## config.mk

```make
export PLATFORM = sky130hd
export DESIGN_NAME = vchan_cap_regs
export DESIGN_NICKNAME = d
export VERILOG_FILES = /design/src/rtl/vchan_pkg.sv /design/src/rtl/table_load_if.sv /design/src/rtl/table_load_tracker.sv /design/src/rtl/two_flop_sync.sv /design/src/rtl/vchan_cap_regs.sv
export VERILOG_INCLUDE_DIRS = /design/src /design/src/rtl
export SDC_FILE = /design/constraint.sdc
export NUM_CORES = 1
export LEC_CHECK = 0
export CORE_MARGIN = 1.5
export CORE_UTILIZATION = 29
export DETAILED_ROUTE_END_ITERATION = 8
export DONT_BUFFER_PORTS = 1
export SYNTH_ARGS = -nofsm -noshare
export SYNTH_HDL_FRONTEND = slang
export SYNTH_SLANG_ARGS = --single-unit
```

## constraint.sdc

```tcl
create_clock -name CORE_CLK -period 1.7 [get_ports CORE_CLK]
set_clock_uncertainty 0.15 [all_clocks]
set_input_delay 0.085 -clock CORE_CLK [delete_from_list [all_inputs] [get_ports CORE_CLK]]
set_output_delay 0.085 -clock CORE_CLK [all_outputs]
set_load 0.03 [all_outputs]
```

## src/rtl/vchan_defs.svh

```systemverilog
// offsets, field positions, reset values and counts of the channel capability bank
`ifndef VCHAN_DEFS_SVH
`define VCHAN_DEFS_SVH
`define OFF_HEADER 12'h140
`define OFF_CAP_ONE 12'h144
`define OFF_CAP_TWO 12'h148
`define OFF_CTRL_STAT 12'h14C
`define CAP_ID 16'h0002
`define CAP_VERSION 4'h1
`define NEXT_PTR 12'h20C
`define ENTRY_SIZE 2'h2
`define REF_CLK_ENC 2'h0
`define EXT_HI_RST 2'h0
`define LOW_COUNT_RST 3'h0
`define ARB_CAP_ON 8'h03
`define ARB_CAP_OFF 8'h00
`define ARB_TBL_ON 8'h03
`define ARB_TBL_OFF 8'h00
`define ARB_SEL_RST 3'h0
`define ARB_SEL_MAX 3'h1
`define CTRL_LOAD_BIT 0
`define CTRL_SEL_LSB 1
`define CTRL_SEL_MSB 3
`define STAT_TABLE_BIT 16
`define STRAP_SETTLE 2'h2
`endif

```

## src/rtl/vchan_pkg.sv

```systemverilog
// types shared by the channel capability bank
package vchan_pkg;
  typedef enum logic {SCHEME_HW_FIXED, SCHEME_WRR32} arb_scheme_e;
  typedef enum logic {LOAD_IDLE, LOAD_BUSY} load_state_e;
endpackage : vchan_pkg
```

## src/rtl/table_load_if.sv

```systemverilog
// table load command and status between register bank and tracker
`timescale 1ns/100ps
interface table_load_if;
  logic load_cmd;
  logic entry_wr;
  logic load_done;
  logic load_req;
  logic load_busy;
  logic table_pending;
  modport regs (output load_cmd, output entry_wr, output load_done,
                input load_req, input load_busy, input table_pending);
  modport tracker (input load_cmd, input entry_wr, input load_done,
                   output load_req, output load_busy, output table_pending);
endinterface : table_load_if

```

## src/rtl/table_load_tracker.sv

```systemverilog
// arbitration table pending flag and load handshake
`timescale 1ns/100ps
module table_load_tracker (
  input wire logic clk,
  input wire logic nrst,
  table_load_if.tracker tl
);
  import vchan_pkg::*;
  load_state_e state_q;
  assign tl.load_busy = (state_q == LOAD_BUSY);
  always_ff @(posedge clk or negedge nrst) begin
    if (!nrst) begin
      state_q <= LOAD_IDLE;
    end else begin
      case (state_q)
        LOAD_IDLE: if (tl.load_cmd) state_q <= LOAD_BUSY;
        LOAD_BUSY: if (tl.load_done) state_q <= LOAD_IDLE;
        default: state_q <= LOAD_IDLE;
      endcase
    end
  end
  always_ff @(posedge clk or negedge nrst) begin
    if (!nrst) begin
      tl.load_req <= 1'b0;
    end else begin
      tl.load_req <= tl.load_cmd && (state_q == LOAD_IDLE);
    end
  end
  // set wins over a clear in the same cycle
  always_ff @(posedge clk or negedge nrst) begin
    if (!nrst) begin
      tl.table_pending <= 1'b0;
    end else if (tl.entry_wr) begin
      tl.table_pending <= 1'b1;
    end else if (state_q == LOAD_BUSY && tl.load_done) begin
      tl.table_pending <= 1'b0;
    end
  end
endmodule : table_load_tracker

```

## src/rtl/two_flop_sync.sv

```systemverilog
// two flip-flop level synchroniser
`timescale 1ns/100ps
module two_flop_sync (
  input wire logic clk,
  input wire logic nrst,
  input wire logic d,
  output logic q
);
  logic meta_q;
  always_ff @(posedge clk or negedge nrst) begin
    if (!nrst) begin
      meta_q <= 1'b0;
      q <= 1'b0;
    end else begin
      meta_q <= d;
      q <= meta_q;
    end
  end
endmodule : two_flop_sync

```

## src/rtl/vchan_cap_regs.sv

```systemverilog
// virtual channel extended capability register bank
// Function
// - the header's low sixteen bits always read the capability identifier 0002h.
// - header bits 19:16 always read capability version 1h.
// - header bits 31:20 read the next pointer 20Ch and cannot be written.
// - the extended count resets to 00b above the captured strap level; autoload may replace it.
// - the low-priority group count in bits 6:4 resets to 000b and only autoload changes it.
// - the reference clock field reads 00b, meaning a 100 ns period.
// - the table entry size field in bits 11:10 always reads 10b.
// - the arbitration capability reads 03h when the count's low bit is one, else 00h.
// - the arbitration capability is used only while the low-priority group count is nonzero.
// - the arbitration table offset reads 03h sixteen-byte units when the low bit is one, else 00h.
// - writing one to the load bit starts a table load unless one is already in progress; the bit resets to and reads as zero.
// - the select field reads back any value written, selects schemes 0 and 1, drives the default scheme for any other value, resets to 0.
// - a software write to any table entry sets the status bit at position 16.
// - the status bit clears when hardware finishes the load that the load bit started, unless a table entry write comes in the same cycle.
`timescale 1ns/100ps
`include "vchan_defs.svh"
module vchan_cap_regs (
  // clock and reset
  input wire logic CORE_CLK,
  input wire logic NRST,
  // configuration access
  input wire logic [11:0] CFG_ADDR,
  input wire logic CFG_RD,
  input wire logic CFG_WR,
  input wire logic [3:0] CFG_BE,
  input wire logic [31:0] CFG_WDATA,
  output logic [31:0] CFG_RDATA,
  output logic CFG_RVALID,
  // strap pin
  input wire logic EXTRA_CHANNEL_STRAP,
  // serial autoload
  input wire logic AUTOLOAD_VALID,
  input wire logic [2:0] AUTOLOAD_EXT_COUNT,
  input wire logic [2:0] AUTOLOAD_LOW_COUNT,
  // arbitration table
  input wire logic TABLE_ENTRY_WR,
  input wire logic TABLE_LOAD_DONE,
  output logic LOAD_TABLE_REQ,
  // arbitration setup
  output vchan_pkg::arb_scheme_e ARB_SCHEME,
  output logic LOW_GROUP_ARB_VALID,
  output logic [2:0] EXT_CHANNEL_COUNT
);
  import vchan_pkg::*;

  table_load_if tl ();

  logic [11:0] word_addr;
  logic hit_header;
  logic hit_cap_one;
  logic hit_cap_two;
  logic hit_ctrl;
  logic ctrl_wr;
  logic strap_s;
  logic [1:0] settle_q;
  logic strap_done_q;
  logic autoload_seen_q;
  logic [2:0] ext_count_q;
  logic [2:0] low_count_q;
  logic [2:0] arb_sel_q;
  logic [31:0] rd_word;
  logic [31:0] header_word;
  logic [31:0] cap_one_word;
  logic [31:0] cap_two_word;
  logic [31:0] ctrl_stat_word;
  logic [7:0] arb_cap;
  logic [7:0] arb_tbl_off;

  assign word_addr = {CFG_ADDR[11:2], 2'b00};
  assign hit_header = (word_addr == `OFF_HEADER);
  assign hit_cap_one = (word_addr == `OFF_CAP_ONE);
  assign hit_cap_two = (word_addr == `OFF_CAP_TWO);
  assign hit_ctrl = (word_addr == `OFF_CTRL_STAT);
  // control sits in byte lane 0 only
  assign ctrl_wr = CFG_WR && hit_ctrl && CFG_BE[0];

  // strap crosses in from a pin
  two_flop_sync u_strap_sync (
    .clk(CORE_CLK),
    .nrst(NRST),
    .d(EXTRA_CHANNEL_STRAP),
    .q(strap_s)
  );

  // wait for the synchroniser to fill before trusting the strap
  always_ff @(posedge CORE_CLK or negedge NRST) begin
    if (!NRST) begin
      settle_q <= 2'h0;
      strap_done_q <= 1'b0;
    end else if (!strap_done_q) begin
      if (settle_q == `STRAP_SETTLE) begin
        strap_done_q <= 1'b1;
      end else begin
        settle_q <= settle_q + 2'h1;
      end
    end
  end

  always_ff @(posedge CORE_CLK or negedge NRST) begin
    if (!NRST) begin
      autoload_seen_q <= 1'b0;
    end else if (AUTOLOAD_VALID) begin
      autoload_seen_q <= 1'b1;
    end
  end

  // autoload wins over a late strap capture, so a fast loader is never undone
  always_ff @(posedge CORE_CLK or negedge NRST) begin
    if (!NRST) begin
      ext_count_q <= {`EXT_HI_RST, 1'b0};
    end else if (AUTOLOAD_VALID) begin
      ext_count_q <= AUTOLOAD_EXT_COUNT;
    end else if (!strap_done_q && settle_q == `STRAP_SETTLE && !autoload_seen_q) begin
      ext_count_q <= {`EXT_HI_RST, strap_s};
    end
  end

  always_ff @(posedge CORE_CLK or negedge NRST) begin
    if (!NRST) begin
      low_count_q <= `LOW_COUNT_RST;
    end else if (AUTOLOAD_VALID) begin
      low_count_q <= AUTOLOAD_LOW_COUNT;
    end
  end

  always_ff @(posedge CORE_CLK or negedge NRST) begin
    if (!NRST) begin
      arb_sel_q <= `ARB_SEL_RST;
    end else if (ctrl_wr) begin
      arb_sel_q <= CFG_WDATA[`CTRL_SEL_MSB:`CTRL_SEL_LSB];
    end
  end

  assign tl.load_cmd = ctrl_wr && CFG_WDATA[`CTRL_LOAD_BIT];
  assign tl.entry_wr = TABLE_ENTRY_WR;
  assign tl.load_done = TABLE_LOAD_DONE;

  table_load_tracker u_tracker (
    .clk(CORE_CLK),
    .nrst(NRST),
    .tl(tl)
  );

  assign LOAD_TABLE_REQ = tl.load_req;

  assign arb_cap = ext_count_q[0] ? `ARB_CAP_ON : `ARB_CAP_OFF;
  assign arb_tbl_off = ext_count_q[0] ? `ARB_TBL_ON : `ARB_TBL_OFF;

  assign header_word = {`NEXT_PTR, `CAP_VERSION, `CAP_ID};
  assign cap_one_word = {20'h00000, `ENTRY_SIZE, `REF_CLK_ENC, 1'b0, low_count_q,
                         1'b0, ext_count_q};
  assign cap_two_word = {arb_tbl_off, 16'h0000, arb_cap};
  assign ctrl_stat_word = {15'h0000, tl.table_pending, 12'h000, arb_sel_q, 1'b0};

  always_comb begin
    rd_word = 32'h00000000;
    if (hit_header) begin
      rd_word = header_word;
    end else if (hit_cap_one) begin
      rd_word = cap_one_word;
    end else if (hit_cap_two) begin
      rd_word = cap_two_word;
    end else if (hit_ctrl) begin
      rd_word = ctrl_stat_word;
    end
  end

  // read answer one cycle after the request, zero for other offsets
  always_ff @(posedge CORE_CLK or negedge NRST) begin
    if (!NRST) begin
      CFG_RDATA <= 32'h00000000;
      CFG_RVALID <= 1'b0;
    end else begin
      CFG_RVALID <= CFG_RD;
      CFG_RDATA <= CFG_RD ? rd_word : 32'h00000000;
    end
  end

  always_ff @(posedge CORE_CLK or negedge NRST) begin
    if (!NRST) begin
      LOW_GROUP_ARB_VALID <= 1'b0;
    end else begin
      LOW_GROUP_ARB_VALID <= (low_count_q != 3'h0);
    end
  end

  always_ff @(posedge CORE_CLK or negedge NRST) begin
    if (!NRST) begin
      ARB_SCHEME <= SCHEME_HW_FIXED;
    end else if (low_count_q != 3'h0 && arb_sel_q == `ARB_SEL_MAX) begin
      ARB_SCHEME <= SCHEME_WRR32;
    end else begin
      ARB_SCHEME <= SCHEME_HW_FIXED;
    end
  end

  always_ff @(posedge CORE_CLK or negedge NRST) begin
    if (!NRST) begin
      EXT_CHANNEL_COUNT <= 3'h0;
    end else begin
      EXT_CHANNEL_COUNT <= ext_count_q;
    end
  end
endmodule : vchan_cap_regs

```

==> summary.txt, run 1 <==
Routing
  • Post-route DRC: 0
  • Routed via count divided by cell count: 4.23
  • First-pass iteration count of the detailed router: 3
  • Total wirelength of the detailed-routed design: 2870 um
  • Routed Antenna Nets: 0
  • Routed wire per std cell: 13.7 um
  • Detailed router's first-iteration violation count: 34
  • Via count: 885

Critical path
  • Largest fanout on the critical path: 6
  • Nature of the critical path endpoint: register
  • Data arrival, critical path: 1.67 ns
  • Sort of element at the start of the critical path: input port
  • Setup Crit Path Kind: input port to register
  • Critical path data required time: 1.77 ns

STA
  • Fin crit share: 0.942
  • Min cycle time layout: 1.60 ns
  • Total negative slack: 0 ns
  • Max-slew violation total from the final report: 0
  • Slew at the pin closest to its max-slew limit: 0.527 ns
  • RSZ-0062 raised after global routing: no
  • Worst hold slack: 0.0190 ns
  • Achievable frequency: 625 MHz
  • Max-slew headroom: 0.649
  • Total of endpoints with negative setup slack in the final report: 0
  • Number of hold violations in the final report: 0

Yosys
  • Number of enable flip-flop cells after synthesis: 0
  • Synthesized cell area: 1500 um^2
  • Post-Synth Adder-Cell Area: 0.00835
  • Share of the yosys chip area belonging to registers: 0.584
  • Largest cells by area after synthesis: dfrtp_1, buf_4, and3_1
  • Multiplexer share of the synthesized area: 0.0735
  • Dominant register cell in the synthesized netlist: dfrtp_1
  • Synth warn: 0
  • Syn Area/Cell: 12.7 um^2
  • Area share of the leading cell type in the synthesized netlist: 0.584
  • Share of flip-flops with an asynchronous set or reset: 1.00
  • Synthesized-area fraction occupied by xor and xnor cells: 0.00584
  • Main combinational cell family by area after synthesis: simple AND/OR/NAND/NOR gates
  • Simple-gate share of the synthesized area: 0.153
  • Number of distinct library cells after synthesis: 31
  • Complex-gate fraction of the synthesized area: 0.0401
  • Synth Register Bits: 35
  • Cell taking the most area after synthesis: dfrtp_1
  • Gate count after technology mapping: 118

Outcome
  • Status: complete, no violations

Clock tree
  • CTS buffer count: 5
  • Clock tree root driver cell: clkbuf_8
  • Max Root-Sink Buffers: 2
  • Number of clock sinks seen by CTS: 35
  • Clock latency at the later pin of the worst-skew pair: 0.28 ns
  • Total number of H-tree levels: 2
  • Clock tree from TritonCTS: built
  • Clock-pin slew on the worst setup and hold paths: 0.07 ns

Power and ir drop
  • Power per cell area: 1040 nW/um^2
  • Maximum VDD drop: 688 uV
  • Total power after layout: 1.92 mW
  • Leakage power: 0.888 nW

Floorplanning
  • Die Y: 74.9 um
  • Core Region: 4850 um^2
  • Area of the die: 5610 um^2
  • Die boundary width: 74.9 um
  • Cell row count: 25
  • Starting Density: 0.309
  • Boundary pin count: 101

Global routing
  • Global-route wire length before repair: 4360 um
  • Number of global-route vias before repair: 938
  • Overflow after GRT: 0
  • Largest net degree at the start of global routing: 36
  • Antenna violations before repair: 0
  • Total routing resource utilization after global routing: 0.109

Final layout
  • Synthesis-to-layout area growth: 23.1%
  • Antenna Diode Count: 0
  • Fin nets: 204
  • Post-route insts no fill: 209
  • Ratio of cells with drive above 1 in the final layout: 0.127

Placement
  • Placer congestion estimate: 0.712
  • Placed cells: 178
  • Port Buf Inserts: 0
  • Post-detail-place hpwl: 2000 um

Hold path
  • Type of the worst min-delay path: input port to register

Job
  • Maximum Capacitance Violations: 0
[path summary, 6_finish.rpt]
path | start | to | slack, ns | depth (start not counted)
setup / recovery | CFG_ADDR[2] | CFG_RDATA[1] | 0.1 | 4
hold / removal | CFG_ADDR[2] | CFG_RDATA[11] | 0.02 | 2
setup reg to reg | ext_count_q[1] | CFG_RDATA[1] | 0.13 | 3
hold reg to reg | u_strap_sync.meta_q | u_strap_sync.q | 0.21 | 0
max in group asynchronous | NRST | CFG_RDATA[23] | 1.12 | 2
min in group asynchronous | NRST | LOW_GROUP_ARB_VALID | 0.10 | 2
[metal layers]
| metal | track usage | vias to the layer above | routed length [um] |
|---|---|---|---|
| met5 | 0 | - | 0 |
| met4 | 0.0424 | 0 | 24 |
| met3 | 0.0415 | 3 | 290 |
| met2 | 0.193 | 52 | 1480 |
| met1 | 0.117 | 433 | 1070 |
| li1 | - | 397 | - |
[sequential cells by signal (all words and copies together), names as in the netlist]
signal                      cells
CFG_RDATA                      11
EXT_CHANNEL_COUNT               3
arb_sel_q                       3
ext_count_q                     3
low_count_q                     3
settle_q                        2
ARB_SCHEME                      1
CFG_RVALID                      1
LOW_GROUP_ARB_VALID             1
autoload_seen_q                 1
strap_done_q                    1
u_strap_sync.meta_q             1
u_strap_sync.q                  1
u_tracker.tl.load_busy          1
u_tracker.tl.load_req           1
u_tracker.tl.table_pending      1
[cells in the mapped netlist, types with 2 or more instances]
library cell / instances
nor4b_4: 2
mux2_1: 3
o21ai_1: 4
or2_1: 2
nand2_1: 7
buf_6: 2
dfrtp_1: 35
nor2_1: 4
nand3_1: 3
clkbuf_1: 2
buf_4: 21
inv_1: 3
mux2_4: 3
and3_1: 8
nor2b_1: 2
mux2i_1: 2
[what timing repair did]
action / CTS / global route
hold endpoints to repair: 61 / 0
setup endpoints to repair: 0 / 1
hold buffers: 23 / 0
gates resized for setup: 0 / 1
buffers inserted: 0 / 0
[cell families after synthesis]
family          count (synthesis)
compound gates                  9
xor+xnor                        1
fa+ha+maj                       1
buf+inv                        28
flops                          35
mux                             9
other cells                     1
simple gates                   34
[worst max-delay path, cell delays in order]
cell           delay (ns)
dlygate4sd3_1        0.64
nor2b_1              0.10
a221oi_1             0.25
dlygate4sd3_1        0.59
[final cells by class]
| class | count | area [um^2] |
|---|---|---|
| clock buffer | 5 | 68.8 |
| clock inverter | 3 | 67.6 |
| fill | 477 | 3000 |
| inverter | 3 | 11.3 |
| multi-input combinational | 72 | 488 |
| sequential | 35 | 876 |
| tap | 67 | 83.8 |
| timing repair buffer | 24 | 250 |
[report_power, final]
group | internal, mW | switching, mW
logic | 0.0522 | 0.0963
clock network | 0.585 | 0.294
registers | 0.859 | 0.0384
[stage by stage]
step / cell area, um^2 / utilization / worst slack (ns)
finish: 1850 / 0.381 / 0.0988
global route: 1850 / 0.381 / 0.0482
CTS: 1840 / 0.380 / 0.0801
detailed placement: 1470 / 0.302 / 0.189
global placement: 1470 / 0.302 / 0.221
floorplan: 1560 / - / 0.264
[layout by cell type, fill, tap and decap left out, types with 2 or more instances in the layout]
cell type	instances
nor2b_1	2
and3_1	8
dlygate4sd3_1	21
or2_1	2
mux2i_1	2
mux2_4	3
nor4b_4	2
bufinv_16	2
o21ai_1	4
mux2_1	3
nand3_1	3
dfrtp_1	35
inv_1	3
nand2_1	7
nor2_1	4
clkbuf_8	5
conb_1	18
No activity file was read; power rests on OpenSTA's default activity.
==> run 2: changes to the inputs <==
==> constraint.sdc (replaced) <==
create_clock -name CORE_CLK -period 1.7 [get_ports CORE_CLK]
set_clock_uncertainty 0.15 [all_clocks]
set_input_delay 0.34 -clock CORE_CLK [delete_from_list [all_inputs] [get_ports CORE_CLK]]
set_output_delay 0.34 -clock CORE_CLK [all_outputs]
set_load 0.03 [all_outputs]
==> run 2 against run 1 <==
- global-route usage is 0.71 points lower
- highest routed layer unchanged
- worst setup slack better by 0.082 ns
- sequential power hardly changed
- core utilization is 3.1 points lower
- clock power hardly changed
- register-to-register slack better by 0.05 ns
- final cell count is 7.2% lower
- maximum frequency is 5.4% higher
==> summary.txt, run 2 (same netlist as run 1, synthesis figures left out) <==
Outcome
  • Status: complete, no violations (unchanged)

Clock tree
  • Clock tree from TritonCTS: built (unchanged)
  • Number of buffers inserted to repair setup after CTS: 0 (unchanged)
  • Clock-pin slew on the worst setup and hold paths: 0.07 ns (about the same)
  • Total number of H-tree levels: 2 (unchanged)
  • Clock latency at the later pin of the worst-skew pair: 0.28 ns (about the same)
  • Number of clock sinks seen by CTS: 35 (unchanged)
  • Clock tree root driver cell: clkbuf_8 (unchanged)
  • Post_cts resized: 0 (unchanged)
  • Max Root-Sink Buffers: 2 (unchanged)
  • Total of hold buffers inserted after clock tree synthesis: 7 (was 23)
  • CTS buffer count: 5 (unchanged)

Floorplanning
  • Boundary pin count: 101 (unchanged)
  • Die boundary width: 74.9 um (unchanged)
  • Die Y: 74.9 um (unchanged)
  • Area of the die: 5610 um^2 (unchanged)
  • Core Region: 4850 um^2 (unchanged)
  • Starting Density: 0.309 (unchanged)
  • Cell row count: 25 (unchanged)

Final layout
  • Post-route insts no fill: 194 (was 209)
  • Biggest register: CFG_RDATA (unchanged)
  • Fin nets: 189 (was 204)
  • Largest register FFs: 11 (unchanged)
  • Most common cell after layout, fill and taps aside: dfrtp_1 (unchanged)
  • Util after Layout: 0.349 (was 0.381)
  • Synthesis-to-layout area growth: 12.9% (was 23.1%)
  • Summed area of non-filler cells in the final layout: 1690 um^2 (was 1850 um^2)
  • Antenna Diode Count: 0 (unchanged)
  • Most used cells in the layout excluding fill and tap cells: dfrtp_1, conb_1, and3_1, nand2_1, dlygate4sd3_1 (was dfrtp_1, dlygate4sd3_1, conb_1, and3_1, nand2_1)
  • Ratio of cells with drive above 1 in the final layout: 0.142 (was 0.127)

Global routing
  • Global-route wire length before repair: 4000 um (was 4360 um)
  • Largest net degree at the start of global routing: 36 (unchanged)
  • Number of global-route vias before repair: 862 (was 938)
  • Overflow after GRT: 0 (unchanged)
  • Total routing resource utilization after global routing: 0.102 (was 0.109)
  • Antenna violations before repair: 0 (unchanged)

Critical path
  • Chain of cells forming the critical path: inv_1 -> ha_1 -> or3b_1 -> mux2i_1 -> o21ai_1 (was dlygate4sd3_1 -> nor2b_1 -> a221oi_1 -> dlygate4sd3_1)
  • Endpoint of the worst register-to-register path: ext_count_q[0] (was CFG_RDATA[1])
  • Critical Path Start: settle_q[0] (was CFG_ADDR[2])
  • Length in cells of the worst reg-to-reg path: 5 (was 3)
  • FF-to-FF setup slack: 0.18 ns (was 0.13 ns)
  • Family with the most delay on the worst path: simple AND/OR/NAND/NOR gates (was buffers and inverters)
  • Data arrival, critical path: 1.53 ns (was 1.67 ns)
  • CP peak stage delay: 0.40 ns (was 0.64 ns)
  • Cell type of the slowest stage on the worst timing path: or3b_1 (was dlygate4sd3_1)
  • Nature of the critical path endpoint: register (unchanged)
  • Critical path data required time: 1.72 ns (was 1.77 ns)
  • R2r startpoint: settle_q[0] (was ext_count_q[1])
  • Sort of element at the start of the critical path: register (was input port)
  • Largest fanout on the critical path: 3 (was 6)
  • Setup Crit Path Kind: register to register (was input port to register)
  • Total buffers and inverters traversed by the critical path: 1 (was 2)

Routing
  • First-pass iteration count of the detailed router: 3 (unchanged)
  • Post-route DRC: 0 (unchanged)
  • Detailed router's first-iteration violation count: 29 (was 34)
  • Via count: 803 (was 885)
  • Routed via count divided by cell count: 4.14 (was 4.23)
  • Routed wire per std cell: 13.9 um (was 13.7 um)
  • Total wirelength of the detailed-routed design: 2690 um (was 2870 um)
  • Routed Antenna Nets: 0 (unchanged)

STA
  • Min cycle time layout: 1.52 ns (was 1.60 ns)
  • Max-slew headroom: 0.649 (about the same)
  • Total negative slack: 0 ns (unchanged)
  • Fin crit share: 0.894 (was 0.942)
  • Max-slew violation total from the final report: 0 (unchanged)
  • Achievable frequency: 658 MHz (was 625 MHz)
  • Slew at the pin closest to its max-slew limit: 0.527 ns (about the same)
  • RSZ-0062 raised after global routing: no (unchanged)
  • Number of hold violations in the final report: 0 (unchanged)
  • Total of endpoints with negative setup slack in the final report: 0 (unchanged)
  • Worst setup slack after layout: 0.181 ns (was 0.0988 ns)
  • Worst hold slack: 0.0300 ns (was 0.0190 ns)

Placement
  • Cell area after placement: 1470 um^2 (unchanged)
  • Port Buf Inserts: 0 (unchanged)
  • Post-detail-place hpwl: 2000 um (unchanged)
  • Placed cells: 178 (unchanged)
  • Placer congestion estimate: 0.712 (unchanged)
  • Placement-stage worst setup slack: 0.168 ns (was 0.189 ns)

Job
  • Maximum Capacitance Violations: 0 (unchanged)

Power and ir drop
  • Leakage power: 0.814 nW (was 0.888 nW)
  • Maximum VDD drop: 683 uV (was 688 uV)
  • Power per cell area: 1120 nW/um^2 (was 1040 nW/um^2)
  • Total power after layout: 1.90 mW (was 1.92 mW)

Hold path
  • Hold Crit Depth: 2 (unchanged)
  • Source of the worst hold timing path: CFG_ADDR[2] (unchanged)
  • Sink of the worst hold path: CFG_RDATA[3] (was CFG_RDATA[11])
  • Type of the worst min-delay path: input port to register (unchanged)
-- run 2: cell types whose count changed in the layout (fill, tap and decap cells not counted) --
| cell | previous run | this run |
|---|---|---|
| dlygate4sd3_1 | 21 | 7 |
| dlymetal6s4s_1 | 1 | 0 |
-- run 2: cell type report --
class | count | area, um^2
Fill cell | 481 | 3160
Sequential cell | 35 | 876
Clock inverter | 3 | 67.6
Timing Repair Buffer | 9 | 97.6
Inverter | 3 | 11.3
Multi-Input combinational cell | 72 | 488
Clock buffer | 5 | 68.8
Tap cell | 67 | 83.8
-- run 2: worst register-to-register path, delay by kind of cell (launching register included) --
family / cells / cell delay (ns)
flops: 1 / 0.39
compound gates: 1 / 0.08
fa+ha+maj: 1 / 0.15
buf+inv: 1 / 0.07
mux: 1 / 0.17
simple gates: 1 / 0.40
-- run 2: per-layer routing --
layer	up-vias	track usage	wire length, um
li1	367	-	-
met1	380	0.108	1030
met2	53	0.176	1330
met3	3	0.0442	309
met4	0	0.0424	25
met5	-	0	0
-- run 2: worst max path at each step --
stage	end	depth (start not counted)
6_report	ext_count_q[0]	5
5_1_grt	ext_count_q[0]	5
4_1_cts	ext_count_q[0]	5
3_5_place_dp	arb_sel_q[0]	3
3_3_place_gp	arb_sel_q[0]	3
2_1_floorplan	arb_sel_q[0]	4
-- run 2: where the power goes --
group          internal (mW)  switching (mW)  leakage [nW]
registers              0.859          0.0382         0.439
logic                 0.0367          0.0859         0.310
clock network          0.585           0.295        0.0644
